[src/design/tsq_pkg.sv]
// Package for the top-level radio sequencer: register map, field layout,
// route encodings and timer units. Assumes a 32-bit classic Wishbone slave.
package tsq_pkg;

    // Register byte offsets
    localparam logic [7:0] ADDR_SEQ_CONFIG = 8'h00;
    localparam logic [7:0] ADDR_ROUTES = 8'h04;
    localparam logic [7:0] ADDR_FIRST_INTERVAL_TIMER = 8'h08;
    localparam logic [7:0] ADDR_SECOND_INTERVAL_TIMER = 8'h0c;
    localparam logic [7:0] ADDR_RX_TIMEOUT = 8'h10;
    localparam logic [7:0] ADDR_PACKET_CONFIG = 8'h14;
    localparam logic [7:0] ADDR_EVENT_MAP = 8'h18;
    localparam logic [7:0] ADDR_STATUS = 8'h1c;

    // Sequencer config field positions
    localparam int SEQ_START_BIT = 0;
    localparam int SEQ_STOP_BIT = 1;
    localparam int SEQ_IDLE_SEL_BIT = 2;

    // Route register field positions
    localparam int ROUTE_START_LSB = 0;
    localparam int ROUTE_LOW_POWER_BIT = 2;
    localparam int ROUTE_IDLE_BIT = 3;
    localparam int ROUTE_RECEIVE_LSB = 4;
    localparam int ROUTE_RX_TIMEOUT_LSB = 7;
    localparam int ROUTE_TRANSMIT_BIT = 9;

    // Packet config and event map field positions
    localparam int PKT_BEACON_BIT = 0;
    localparam int MAP_PIN4_LSB = 0;
    localparam int MAP_PREAMBLE_EN_BIT = 2;

    // Reset values
    localparam logic [31:0] RESET_ROUTES = 32'h0000_0000;
    localparam logic [15:0] RESET_TIMER = 16'h0001;
    localparam logic [15:0] RESET_RX_TIMEOUT = 16'h0000;

    // Route encodings
    localparam logic [2:0] RX_EXIT_ON_SYNC_OFF = 3'h5;
    localparam logic [2:0] RX_EXIT_ON_PREAMBLE_OFF = 3'h6;
    localparam logic [1:0] RXTO_TO_LOW_POWER = 2'h2;
    localparam logic [1:0] START_TO_LOW_POWER = 2'h0;
    localparam logic [1:0] PIN4_PREAMBLE_MAP = 2'h3;

    // Timer tick: 64 us per timer count at 40 MHz
    localparam int CLK_HZ = 40_000_000;
    localparam int TIMER_TICK_US = 64;
    localparam int TICK_CYCLES = (TIMER_TICK_US * (CLK_HZ / 1_000_000));

    typedef enum logic [2:0] {
        TSQ_OFF = 3'b000,
        TSQ_IDLE = 3'b001,
        TSQ_RECEIVE = 3'b010,
        TSQ_TRANSMIT = 3'b011,
        TSQ_LOW_POWER = 3'b100
    } tsq_state_type;

    // Events from the radio datapath
    typedef struct packed {
        logic preamble_found_event;
        logic sync_match_event;
        logic packet_sent_event;
    } tsq_event_type;

    // Mode requests toward the radio datapath
    typedef struct packed {
        logic rx_on;
        logic tx_on;
        logic sleep;
        logic standby;
    } tsq_mode_type;

endpackage

[src/design/tsq_sequencer.sv]
// Top-level radio sequencer: listen and beacon duty cycling driven by two
// interval timers, a receive timeout and radio events. Assumes events are
// synchronous single-cycle pulses from the datapath on the same clock.
// Notes on behaviour
// - Preamble listen wakes every first_interval_timer+second_interval_timer, receives for second_interval_timer.
// - No preamble in the window: back to idle, sleep with RC only.
// - Preamble found in preamble listen turns sequencer off, stays receiving.
// - Receive exit route 110 stops sequencer on preamble found.
// - Second_interval_timer bounds receive time while no preamble is seen.
// - First_interval_timer plus second_interval_timer sets period between polling starts.
// - Sync listen wakes for receive timeout, low power for the rest.
// - Preamble before receive timeout keeps receiving, waiting for sync.
// - No sync by second_interval_timer end resumes polling; timeout route 10 to low power.
// - Sync match raises event, stops sequencer, stays receiving.
// - Receive exit route 101 stops sequencer on sync match.
// - Beacon transmits every first_interval_timer+second_interval_timer, back to idle after packet sent.
// - Transmit exit route 0 goes to low power on packet sent.
// - Beacon loops forever until host sets the stop bit.
// - Beacon enable resends the unchanged payload periodically.
`timescale 1ns/1ps

module tsq_sequencer
    import tsq_pkg::*;
#(
    parameter int TICK = TICK_CYCLES
) (
    // Clock and reset
    input wire logic clk,
    input wire logic reset_n,
    // Wishbone slave
    input wire logic wb_cyc_i,
    input wire logic wb_stb_i,
    input wire logic wb_we_i,
    input wire logic [7:0] wb_adr_i,
    input wire logic [3:0] wb_sel_i,
    input wire logic [31:0] wb_dat_i,
    output logic [31:0] wb_dat_o,
    output logic wb_ack_o,
    // Radio events
    input wire tsq_pkg::tsq_event_type events,
    // Mode requests and beacon reload
    output tsq_pkg::tsq_mode_type mode,
    output logic payload_reload,
    // Event pins
    output logic event_pin_4,
    output logic event_pin_2
);
    import tsq_pkg::*;

    logic [2:0] seq_config;
    logic [31:0] routes;
    logic [15:0] first_interval_timer;
    logic [15:0] second_interval_timer;
    logic [15:0] preamble_receive_timeout;
    logic beacon_enable;
    logic [2:0] event_map;
    tsq_state_type state;
    tsq_state_type next_state;
    logic [15:0] tick_count;
    logic tick;
    logic [15:0] t_count;
    logic [15:0] rx_count;
    logic in_second_interval_timer;
    logic preamble_seen;
    logic sync_flag;
    logic preamble_flag;
    logic bus_req;
    logic start_pulse;
    logic stop_pulse;
    logic timer_done;
    logic rx_to_done;
    logic bus_write;
    logic bus_read;
    logic config_write;
    logic status_read;

    wire [1:0] start_exit_route = routes[ROUTE_START_LSB +: 2];
    wire low_power_route = routes[ROUTE_LOW_POWER_BIT];
    wire idle_exit_route = routes[ROUTE_IDLE_BIT];
    wire [2:0] receive_exit_route = routes[ROUTE_RECEIVE_LSB +: 3];
    wire [1:0] rx_timeout_exit_route = routes[ROUTE_RX_TIMEOUT_LSB +: 2];
    wire transmit_exit_route = routes[ROUTE_TRANSMIT_BIT];
    wire idle_state_select = seq_config[SEQ_IDLE_SEL_BIT];

    // Byte-lane merge for a 32-bit register
    function automatic logic [31:0] merge(input logic [31:0] old, input logic [31:0] val, input logic [3:0] sel);
        logic [31:0] res;
        res = old;
        for (int i = 0; i < 4; i++) begin
            if (sel[i]) begin
                res[i*8 +: 8] = val[i*8 +: 8];
            end
        end
        return res;
    endfunction

    // Low half of a 16-bit register behind the two low byte lanes
    function automatic logic [15:0] merge_half(input logic [15:0] old, input logic [31:0] val, input logic [3:0] sel);
        logic [31:0] res;
        res = merge({16'h0, old}, val, sel);
        return res[15:0];
    endfunction

    // One timer unit off a down-counter that rests at zero
    function automatic logic [15:0] count_down(input logic [15:0] count, input logic step);
        return (step && count != 16'h0) ? count - 16'h1 : count;
    endfunction

    // Idle and low power both leave the radio in its idle state
    function automatic logic is_resting(input tsq_state_type s);
        return s == TSQ_IDLE || s == TSQ_LOW_POWER;
    endfunction

    assign bus_req = wb_cyc_i && wb_stb_i && !wb_ack_o;
    assign bus_write = bus_req && wb_we_i;
    assign bus_read = bus_req && !wb_we_i;
    // The triggers and the flag clear share one decode each
    assign config_write = bus_write && wb_adr_i == ADDR_SEQ_CONFIG && wb_sel_i[0];
    assign status_read = bus_read && wb_adr_i == ADDR_STATUS;
    assign start_pulse = config_write && wb_dat_i[SEQ_START_BIT];
    assign stop_pulse = config_write && wb_dat_i[SEQ_STOP_BIT];

    // Ack one cycle after the request, dropped the next cycle
    always_ff @(posedge clk) begin
        if (!reset_n) begin
            wb_ack_o <= 1'b0;
        end else begin
            wb_ack_o <= bus_req;
        end
    end

    always_ff @(posedge clk) begin
        if (!reset_n) begin
            seq_config <= 3'h0;
            routes <= RESET_ROUTES;
            first_interval_timer <= RESET_TIMER;
            second_interval_timer <= RESET_TIMER;
            preamble_receive_timeout <= RESET_RX_TIMEOUT;
            beacon_enable <= 1'b0;
            event_map <= 3'h0;
        end else if (bus_write) begin
            case (wb_adr_i)
                ADDR_SEQ_CONFIG: begin
                    // Start and stop bits are self-clearing triggers
                    if (wb_sel_i[0]) begin
                        seq_config <= {wb_dat_i[SEQ_IDLE_SEL_BIT], 2'b00};
                    end
                end
                ADDR_ROUTES: routes <= merge(routes, wb_dat_i, wb_sel_i);
                ADDR_FIRST_INTERVAL_TIMER: first_interval_timer <= merge_half(first_interval_timer, wb_dat_i, wb_sel_i);
                ADDR_SECOND_INTERVAL_TIMER: second_interval_timer <= merge_half(second_interval_timer, wb_dat_i, wb_sel_i);
                ADDR_RX_TIMEOUT: preamble_receive_timeout <= merge_half(preamble_receive_timeout, wb_dat_i, wb_sel_i);
                ADDR_PACKET_CONFIG: begin
                    if (wb_sel_i[0]) begin
                        beacon_enable <= wb_dat_i[PKT_BEACON_BIT];
                    end
                end
                ADDR_EVENT_MAP: begin
                    if (wb_sel_i[0]) begin
                        event_map <= wb_dat_i[2:0];
                    end
                end
                default: begin
                end
            endcase
        end
    end

    // Read data registered with the ack; unmapped reads return zero
    always_ff @(posedge clk) begin
        if (!reset_n) begin
            wb_dat_o <= 32'h0;
        end else if (bus_read) begin
            case (wb_adr_i)
                ADDR_SEQ_CONFIG: wb_dat_o <= {29'h0, seq_config};
                ADDR_ROUTES: wb_dat_o <= routes;
                ADDR_FIRST_INTERVAL_TIMER: wb_dat_o <= {16'h0, first_interval_timer};
                ADDR_SECOND_INTERVAL_TIMER: wb_dat_o <= {16'h0, second_interval_timer};
                ADDR_RX_TIMEOUT: wb_dat_o <= {16'h0, preamble_receive_timeout};
                ADDR_PACKET_CONFIG: wb_dat_o <= {31'h0, beacon_enable};
                ADDR_EVENT_MAP: wb_dat_o <= {29'h0, event_map};
                ADDR_STATUS: wb_dat_o <= {27'h0, sync_flag, preamble_flag, state};
                default: wb_dat_o <= 32'h0;
            endcase
        end else begin
            wb_dat_o <= 32'h0;
        end
    end

    // Prescaler: one tick per timer unit
    // Restarted while off so the first idle wait spans whole units
    always_ff @(posedge clk) begin
        if (!reset_n || state == TSQ_OFF || tick) begin
            tick_count <= 16'h0;
        end else begin
            tick_count <= tick_count + 16'h1;
        end
    end
    assign tick = (tick_count == 16'(TICK - 1));

    // Interval timer: first_interval_timer then second_interval_timer, free of the state so the period stays first_interval_timer + second_interval_timer
    assign timer_done = tick && (t_count <= 16'h1);
    always_ff @(posedge clk) begin
        if (!reset_n) begin
            t_count <= 16'h0;
            in_second_interval_timer <= 1'b0;
        end else if (state == TSQ_OFF) begin
            // Armed with first_interval_timer so a start spends first_interval_timer in idle first
            t_count <= first_interval_timer;
            in_second_interval_timer <= 1'b0;
        end else if (timer_done && in_second_interval_timer) begin
            // Second_interval_timer hands back to first_interval_timer wherever the sequencer is, so a receive timeout keeps the period
            t_count <= first_interval_timer;
            in_second_interval_timer <= 1'b0;
        end else if (timer_done) begin
            t_count <= second_interval_timer;
            in_second_interval_timer <= 1'b1;
        end else begin
            t_count <= count_down(t_count, tick);
        end
    end

    // Receive timeout counter, disarmed (not cleared) when a preamble is seen
    // A preamble in the very cycle of the last unit still counts as heard
    assign rx_to_done = tick && rx_count == 16'h1 && !preamble_seen && !events.preamble_found_event;
    always_ff @(posedge clk) begin
        if (!reset_n || state != TSQ_RECEIVE) begin
            rx_count <= preamble_receive_timeout;
            preamble_seen <= 1'b0;
        end else begin
            if (events.preamble_found_event) begin
                preamble_seen <= 1'b1;
            end
            rx_count <= count_down(rx_count, tick);
        end
    end

    // Sticky event flags, cleared by reading status; a set in the same cycle wins
    always_ff @(posedge clk) begin
        if (!reset_n) begin
            sync_flag <= 1'b0;
            preamble_flag <= 1'b0;
        end else begin
            if (events.sync_match_event) begin
                sync_flag <= 1'b1;
            end else if (status_read) begin
                sync_flag <= 1'b0;
            end
            if (events.preamble_found_event) begin
                preamble_flag <= 1'b1;
            end else if (status_read) begin
                preamble_flag <= 1'b0;
            end
        end
    end

    always_comb begin
        next_state = state;
        case (state)
            TSQ_OFF: begin
                if (start_pulse && start_exit_route == START_TO_LOW_POWER) begin
                    next_state = TSQ_LOW_POWER;
                end
            end
            TSQ_LOW_POWER: begin
                // Low power selection: route 1 goes to idle, route 0 turns the sequencer off
                next_state = low_power_route ? TSQ_IDLE : TSQ_OFF;
            end
            TSQ_IDLE: begin
                // Second_interval_timer ending here only rearms first_interval_timer; idle is left on first_interval_timer alone
                if (timer_done && !in_second_interval_timer) begin
                    next_state = idle_exit_route ? TSQ_RECEIVE : TSQ_TRANSMIT;
                end
            end
            TSQ_RECEIVE: begin
                if (receive_exit_route == RX_EXIT_ON_PREAMBLE_OFF && events.preamble_found_event) begin
                    next_state = TSQ_OFF;
                end else if (receive_exit_route == RX_EXIT_ON_SYNC_OFF && events.sync_match_event) begin
                    next_state = TSQ_OFF;
                end else if (rx_to_done && rx_timeout_exit_route == RXTO_TO_LOW_POWER) begin
                    next_state = TSQ_LOW_POWER;
                end else if (timer_done && in_second_interval_timer) begin
                    next_state = TSQ_LOW_POWER;
                end
            end
            TSQ_TRANSMIT: begin
                // Other transmit routes are not built; the sequencer then waits for a stop write
                if (events.packet_sent_event && !transmit_exit_route) begin
                    next_state = TSQ_LOW_POWER;
                end
            end
            default: next_state = TSQ_OFF;
        endcase
        if (stop_pulse) begin
            next_state = TSQ_OFF;
        end
    end

    // Receive is kept after the sequencer stops on an event until the host switches modes
    logic hold_rx;
    always_ff @(posedge clk) begin
        if (!reset_n) begin
            state <= TSQ_OFF;
            hold_rx <= 1'b0;
        end else begin
            state <= next_state;
            if (start_pulse || stop_pulse) begin
                hold_rx <= 1'b0;
            end else if (state == TSQ_RECEIVE && next_state == TSQ_OFF) begin
                hold_rx <= 1'b1;
            end
        end
    end

    // A start or stop write releases the held receive at once
    logic next_rx_hold;
    assign next_rx_hold = !start_pulse && !stop_pulse && (hold_rx || state == TSQ_RECEIVE);

    always_ff @(posedge clk) begin
        if (!reset_n) begin
            mode <= '0;
            payload_reload <= 1'b0;
            event_pin_4 <= 1'b0;
            event_pin_2 <= 1'b0;
        end else begin
            mode.rx_on <= (next_state == TSQ_RECEIVE) || (next_state == TSQ_OFF && next_rx_hold);
            mode.tx_on <= (next_state == TSQ_TRANSMIT);
            mode.sleep <= is_resting(next_state) && idle_state_select;
            mode.standby <= is_resting(next_state) && !idle_state_select;
            // Payload kept in the buffer is rearmed for each beacon
            payload_reload <= beacon_enable && state == TSQ_TRANSMIT && next_state != TSQ_TRANSMIT;
            event_pin_4 <= events.preamble_found_event && event_map[MAP_PIN4_LSB +: 2] == PIN4_PREAMBLE_MAP &&
                event_map[MAP_PREAMBLE_EN_BIT];
            event_pin_2 <= events.sync_match_event;
        end
    end

endmodule

[config.mk]
export PLATFORM = sky130hd
export DESIGN_NAME = tsq_sequencer
export DESIGN_NICKNAME = d
export VERILOG_FILES = /design/src/design/tsq_pkg.sv /design/src/design/tsq_sequencer.sv
export SDC_FILE = /design/constraint.sdc
export NUM_CORES = 1
export LEC_CHECK = 0
export ABC_AREA = 1
export BUFFER_PORTS_ARGS = -buffer_cell sky130_fd_sc_hd__buf_2
export CORE_UTILIZATION = 50
export CTS_CLUSTER_DIAMETER = 60
export DETAILED_ROUTE_END_ITERATION = 10
export GPL_TIMING_DRIVEN = 0
export PLACE_DENSITY_LB_ADDON = 0.12
export REMOVE_ABC_BUFFERS = 1
export SKIP_LAST_GASP = 1
export SYNTH_ARGS = -nofsm -noshare
export SYNTH_HDL_FRONTEND = slang
export SYNTH_SLANG_ARGS = --single-unit
export TNS_END_PERCENT = 10
[constraint.sdc]
create_clock -name clk -period 2.65 [get_ports clk]
set_clock_uncertainty 0.1 [all_clocks]
set_input_delay 0.3975 -clock clk [delete_from_list [all_inputs] [get_ports clk]]
set_output_delay 0.3975 -clock clk [all_outputs]
set_load 0.02 [all_outputs]
==> results.txt <==
From left edge to right edge, the die measures 129.4 um. The detail-routed via count per cell was 5.337; the final HPWL from detailed placement was 14530 um. The initial antenna violation count was 0; the fraction of registers with async set or reset after synthesis was 0%.

Summing over every cut layer, the via total after detailed routing is 7269. Of the cells placed in the final design, the portion with a size suffix greater than 1 is 15.97%. The transition at the pin with the smallest max-transition slack works out to 0.7763 ns. The overall overflow remaining after global route was 0. The initialized floorplan defines 46 standard-cell rows.

The routed length per placed instance was 15.29 um. The layout has 1517 filler cells. For the max-slew violation count, the log shows 0. Setup repair after global routing could not meet its margin everywhere. The logs give 0.008120 mm2 for the cell area after technology mapping and 0 for the number of inserted diodes. In this run the worst path has a maximum fanout of 107. For met2 alone, demand over resource in global routing was 39.75%. In this run the tightest slew margin relative to its limit is 48.19%. In this run the tool buffered the top-level ports with 91 buffer cells. The congestion estimate from routability-driven global placement came to 0.8725. For the number of DRC violations after detailed-routing iteration 0, the log shows 579. VDD sags by at most 0.4782 mV.

For the worst hold slack, the log shows 0.08248 ns. The clock latency at the later pin of the worst-skew pair was 0.44 ns; the time the worst path needs with I/O delays and setup was 2.544 ns. Overall power consumption after layout is estimated at 5.448 mW. Once the floorplan was initialized, standard cells occupied 51.12% of the core. Entering global routing, the biggest net connects 108 pins.

The worst hold path belongs to the class in -> reg. The maximum achievable frequency was 0.3930 GHz. Buffers inserted during clock tree synthesis total 17. The total area inside the core boundary comes to 0.01589 mm2. Pin placement for this block handled 92 I/O pins. The die covers 0.01675 mm2. A synthesized cell averages 7.675 um2. The number of placed instances, taps included, is 1330. In this run the remaining antenna-violating nets after routing total 0.

After global routing, the most crowded layer is met2. The tools report the number of instances in the synthesized netlist as 1058. The number of failing setup endpoints in the final timing report is 0.

In the post-synthesis netlist, the biggest area contributors are dfxtp_1 (41%), nor2_1 (8.0%), o21ai_0 (7.6%). The Yosys step of the flow raised 0 warnings. After clock tree synthesis, the flow added hold-fix buffers numbering 0. The power density over the cells is 585.9 mW/mm2. The all-layer global routing usage was 25.28%.

Register area share after synthesis: 46.59%. Of all cell types, the one taking the most synthesized area is dfxtp_1. The final critical-path setup slack came out at 0.1056 ns.

Among all flip-flop cells after synthesis, the most frequent one is dfxtp_1. Counting distinct cell types in the post-synthesis netlist gives 52. In the routed design, unresolved DRC markers number 0. The kind of start point of the critical path was an input pin.

The worst setup path is of the in -> reg kind. The number of global-route vias before repair is 6532, and the pre-CTS setup slack is -0.5015 ns. Of the post-synthesis cell area, the dominant cell type holds 40.68%.

Clock root buffer: clkbuf_16. Post-CTS setup buffer count: 0. Clock-pin slew on the worst setup and hold paths: 0.07 ns. The net count of the finished layout is 1192, and the number of standard cells in the layout, taps in and fillers out is 1362.

The tools report the met3 usage in global routing as 3.303%. Worst path required time: 2.88 ns. TritonCTS built the clock tree. The number of resized instances in the post-cts repair step came out at 1.

The worst path uses 96.02% of the clock period. CTS saw 181 sinks. Yosys mapped a number of flops with a built-in enable equal to 16. The arrival time at the worst endpoint was 2.77 ns; the post-synthesis register bit count was 181.

Global routing consumed, on the met1 layer, 35.01% of the routing resources. Number of buffers on the longest clock path: 2. For the total detailed-routing wirelength, the log shows 20820 um. The run finished with clean final reports. H-tree depth: 4. The final count of hold timing violations is 0.

In this run the vertical extent of the chip is 129.4 um. Across the run, the number of max-cap violations was 0. The global-route wire length before repair was 32510 um.

The kind of end point of the critical path is a flip-flop. The setup TNS is 0 ns, and the layout overhead on the synthesized area is 14.51%. The reported leakage power came out at 3.888 nW. The first detailed-routing pass ran for 6 iterations.
==> state kept, by name, summed over array words and instances, names as in the netlist, 3 cells and up <==
| signal | count |
|---|---|
| event_map | 3 |
| first_interval_timer | 16 |
| mode | 4 |
| preamble_receive_timeout | 16 |
| routes | 32 |
| rx_count | 16 |
| second_interval_timer | 16 |
| state | 3 |
| t_count | 16 |
| tick_count | 16 |
| wb_dat_o | 32 |
==> cells by family (layout without fill, tap and decap cells) <==
kind of cell | count (synthesis) | count (layout) | share of synthesized area [%]
adder cells (fa/ha/maj) | 7 | 7 | 1.079
buffers and inverters | 153 | 241 | 7.504
AND/OR/NAND/NOR | 424 | 424 | 24.31
XOR/XNOR | 20 | 20 | 2.157
flip-flops | 181 | 181 | 46.59
AO/OA/AOI/OAI | 273 | 273 | 18.35
==> cells in the mapped netlist (2+ instances only) <==
library cell and n:
nor4_1 3, nand2_4 4, dfxtp_1 165, o21bai_1 2, nor2_1 172, o2111ai_1 2, buf_6 2, nand2_1 122
nor3_2 3, o31ai_1 4, nand4_1 5, o21ai_1 10, buf_4 2, nand3_1 32, xor2_1 10, xnor2_1 10
inv_2 7, nor3b_1 5, edfxtp_1 16, o21ai_0 124, nand2_2 11, ha_1 7, buf_2 10, inv_1 110
a221oi_1 3, o22ai_1 15, o211ai_1 3, a31oi_1 9, a41oi_1 2, nand3_2 3, buf_1 2, nor2_2 12
nor3_1 36, clkbuf_1 20, a21oi_1 92, nor2_4 7
==> placed cells by master, fill, tap and decap left out, drive strengths merged, types with 9 or more instances in the layout <==
cell    count
a31oi       9
o22ai      15
clkbuf     18
dfxtp     165
inv       125
edfxtp     16
o21ai     134
nor2      192
xor2       10
nor3       40
nand2     137
nand3      36
xnor2      10
a21oi      92
buf        92
==> where the power goes <==
part / internal [mW] / switching (mW) / total [mW]
combinational: 0.0668 / 0.122 / 0.189
sequential: 2.76 / 0.00282 / 2.76
clock: 1.30 / 1.20 / 2.50
==> through the flow <==
stage / utilization (%) / area (um2)
2_1_floorplan: - / 7950
3_3_place_gp: 54.62 / 8676
3_5_place_dp: 54.82 / 8708
4_1_cts: 58.52 / 9296
5_1_grt: 58.54 / 9299
6_report: 58.54 / 9299
==> layer usage <==
metal	wire length, um	share of wire, %	up-vias
met5	0	0	-
met4	391	1.9	0
met3	1140	5.5	28
met2	9560	46	226
met1	9729	47	3348
li1	-	-	3667
==> path summary, 6_finish.rpt <==
path	start	endpoint	slack (ns)	depth (start not counted)
max reg2reg	t_count[0]	t_count[1]	0.22	11
max	reset_n	wb_dat_o[1]	0.11	7
min reg2reg	routes[18]	wb_dat_o[18]	0.33	2
min	wb_dat_i[27]	routes[27]	0.08	3
==> final cells by class <==
cell class	instances	area (um2)	share of cell area, %
Sequential cell	181	3784	40.69
Multi-Input combinational cell	724	3737	40.19
Timing Repair Buffer	92	485.5	5.221
Clock buffer	18	450.4	4.844
Inverter	117	439.2	4.723
Tap cell	216	270.3	2.906
Clock inverter	14	132.6	1.426
==> critical path: stages <==
cell	delay, ns
buf_4	0.10
buf_16	0.29
inv_1	0.33
nor2_2	0.21
nand2_2	0.23
or3_1	0.71
a41oi_1	0.41
Note: power is estimated with default switching activity, not from simulation.
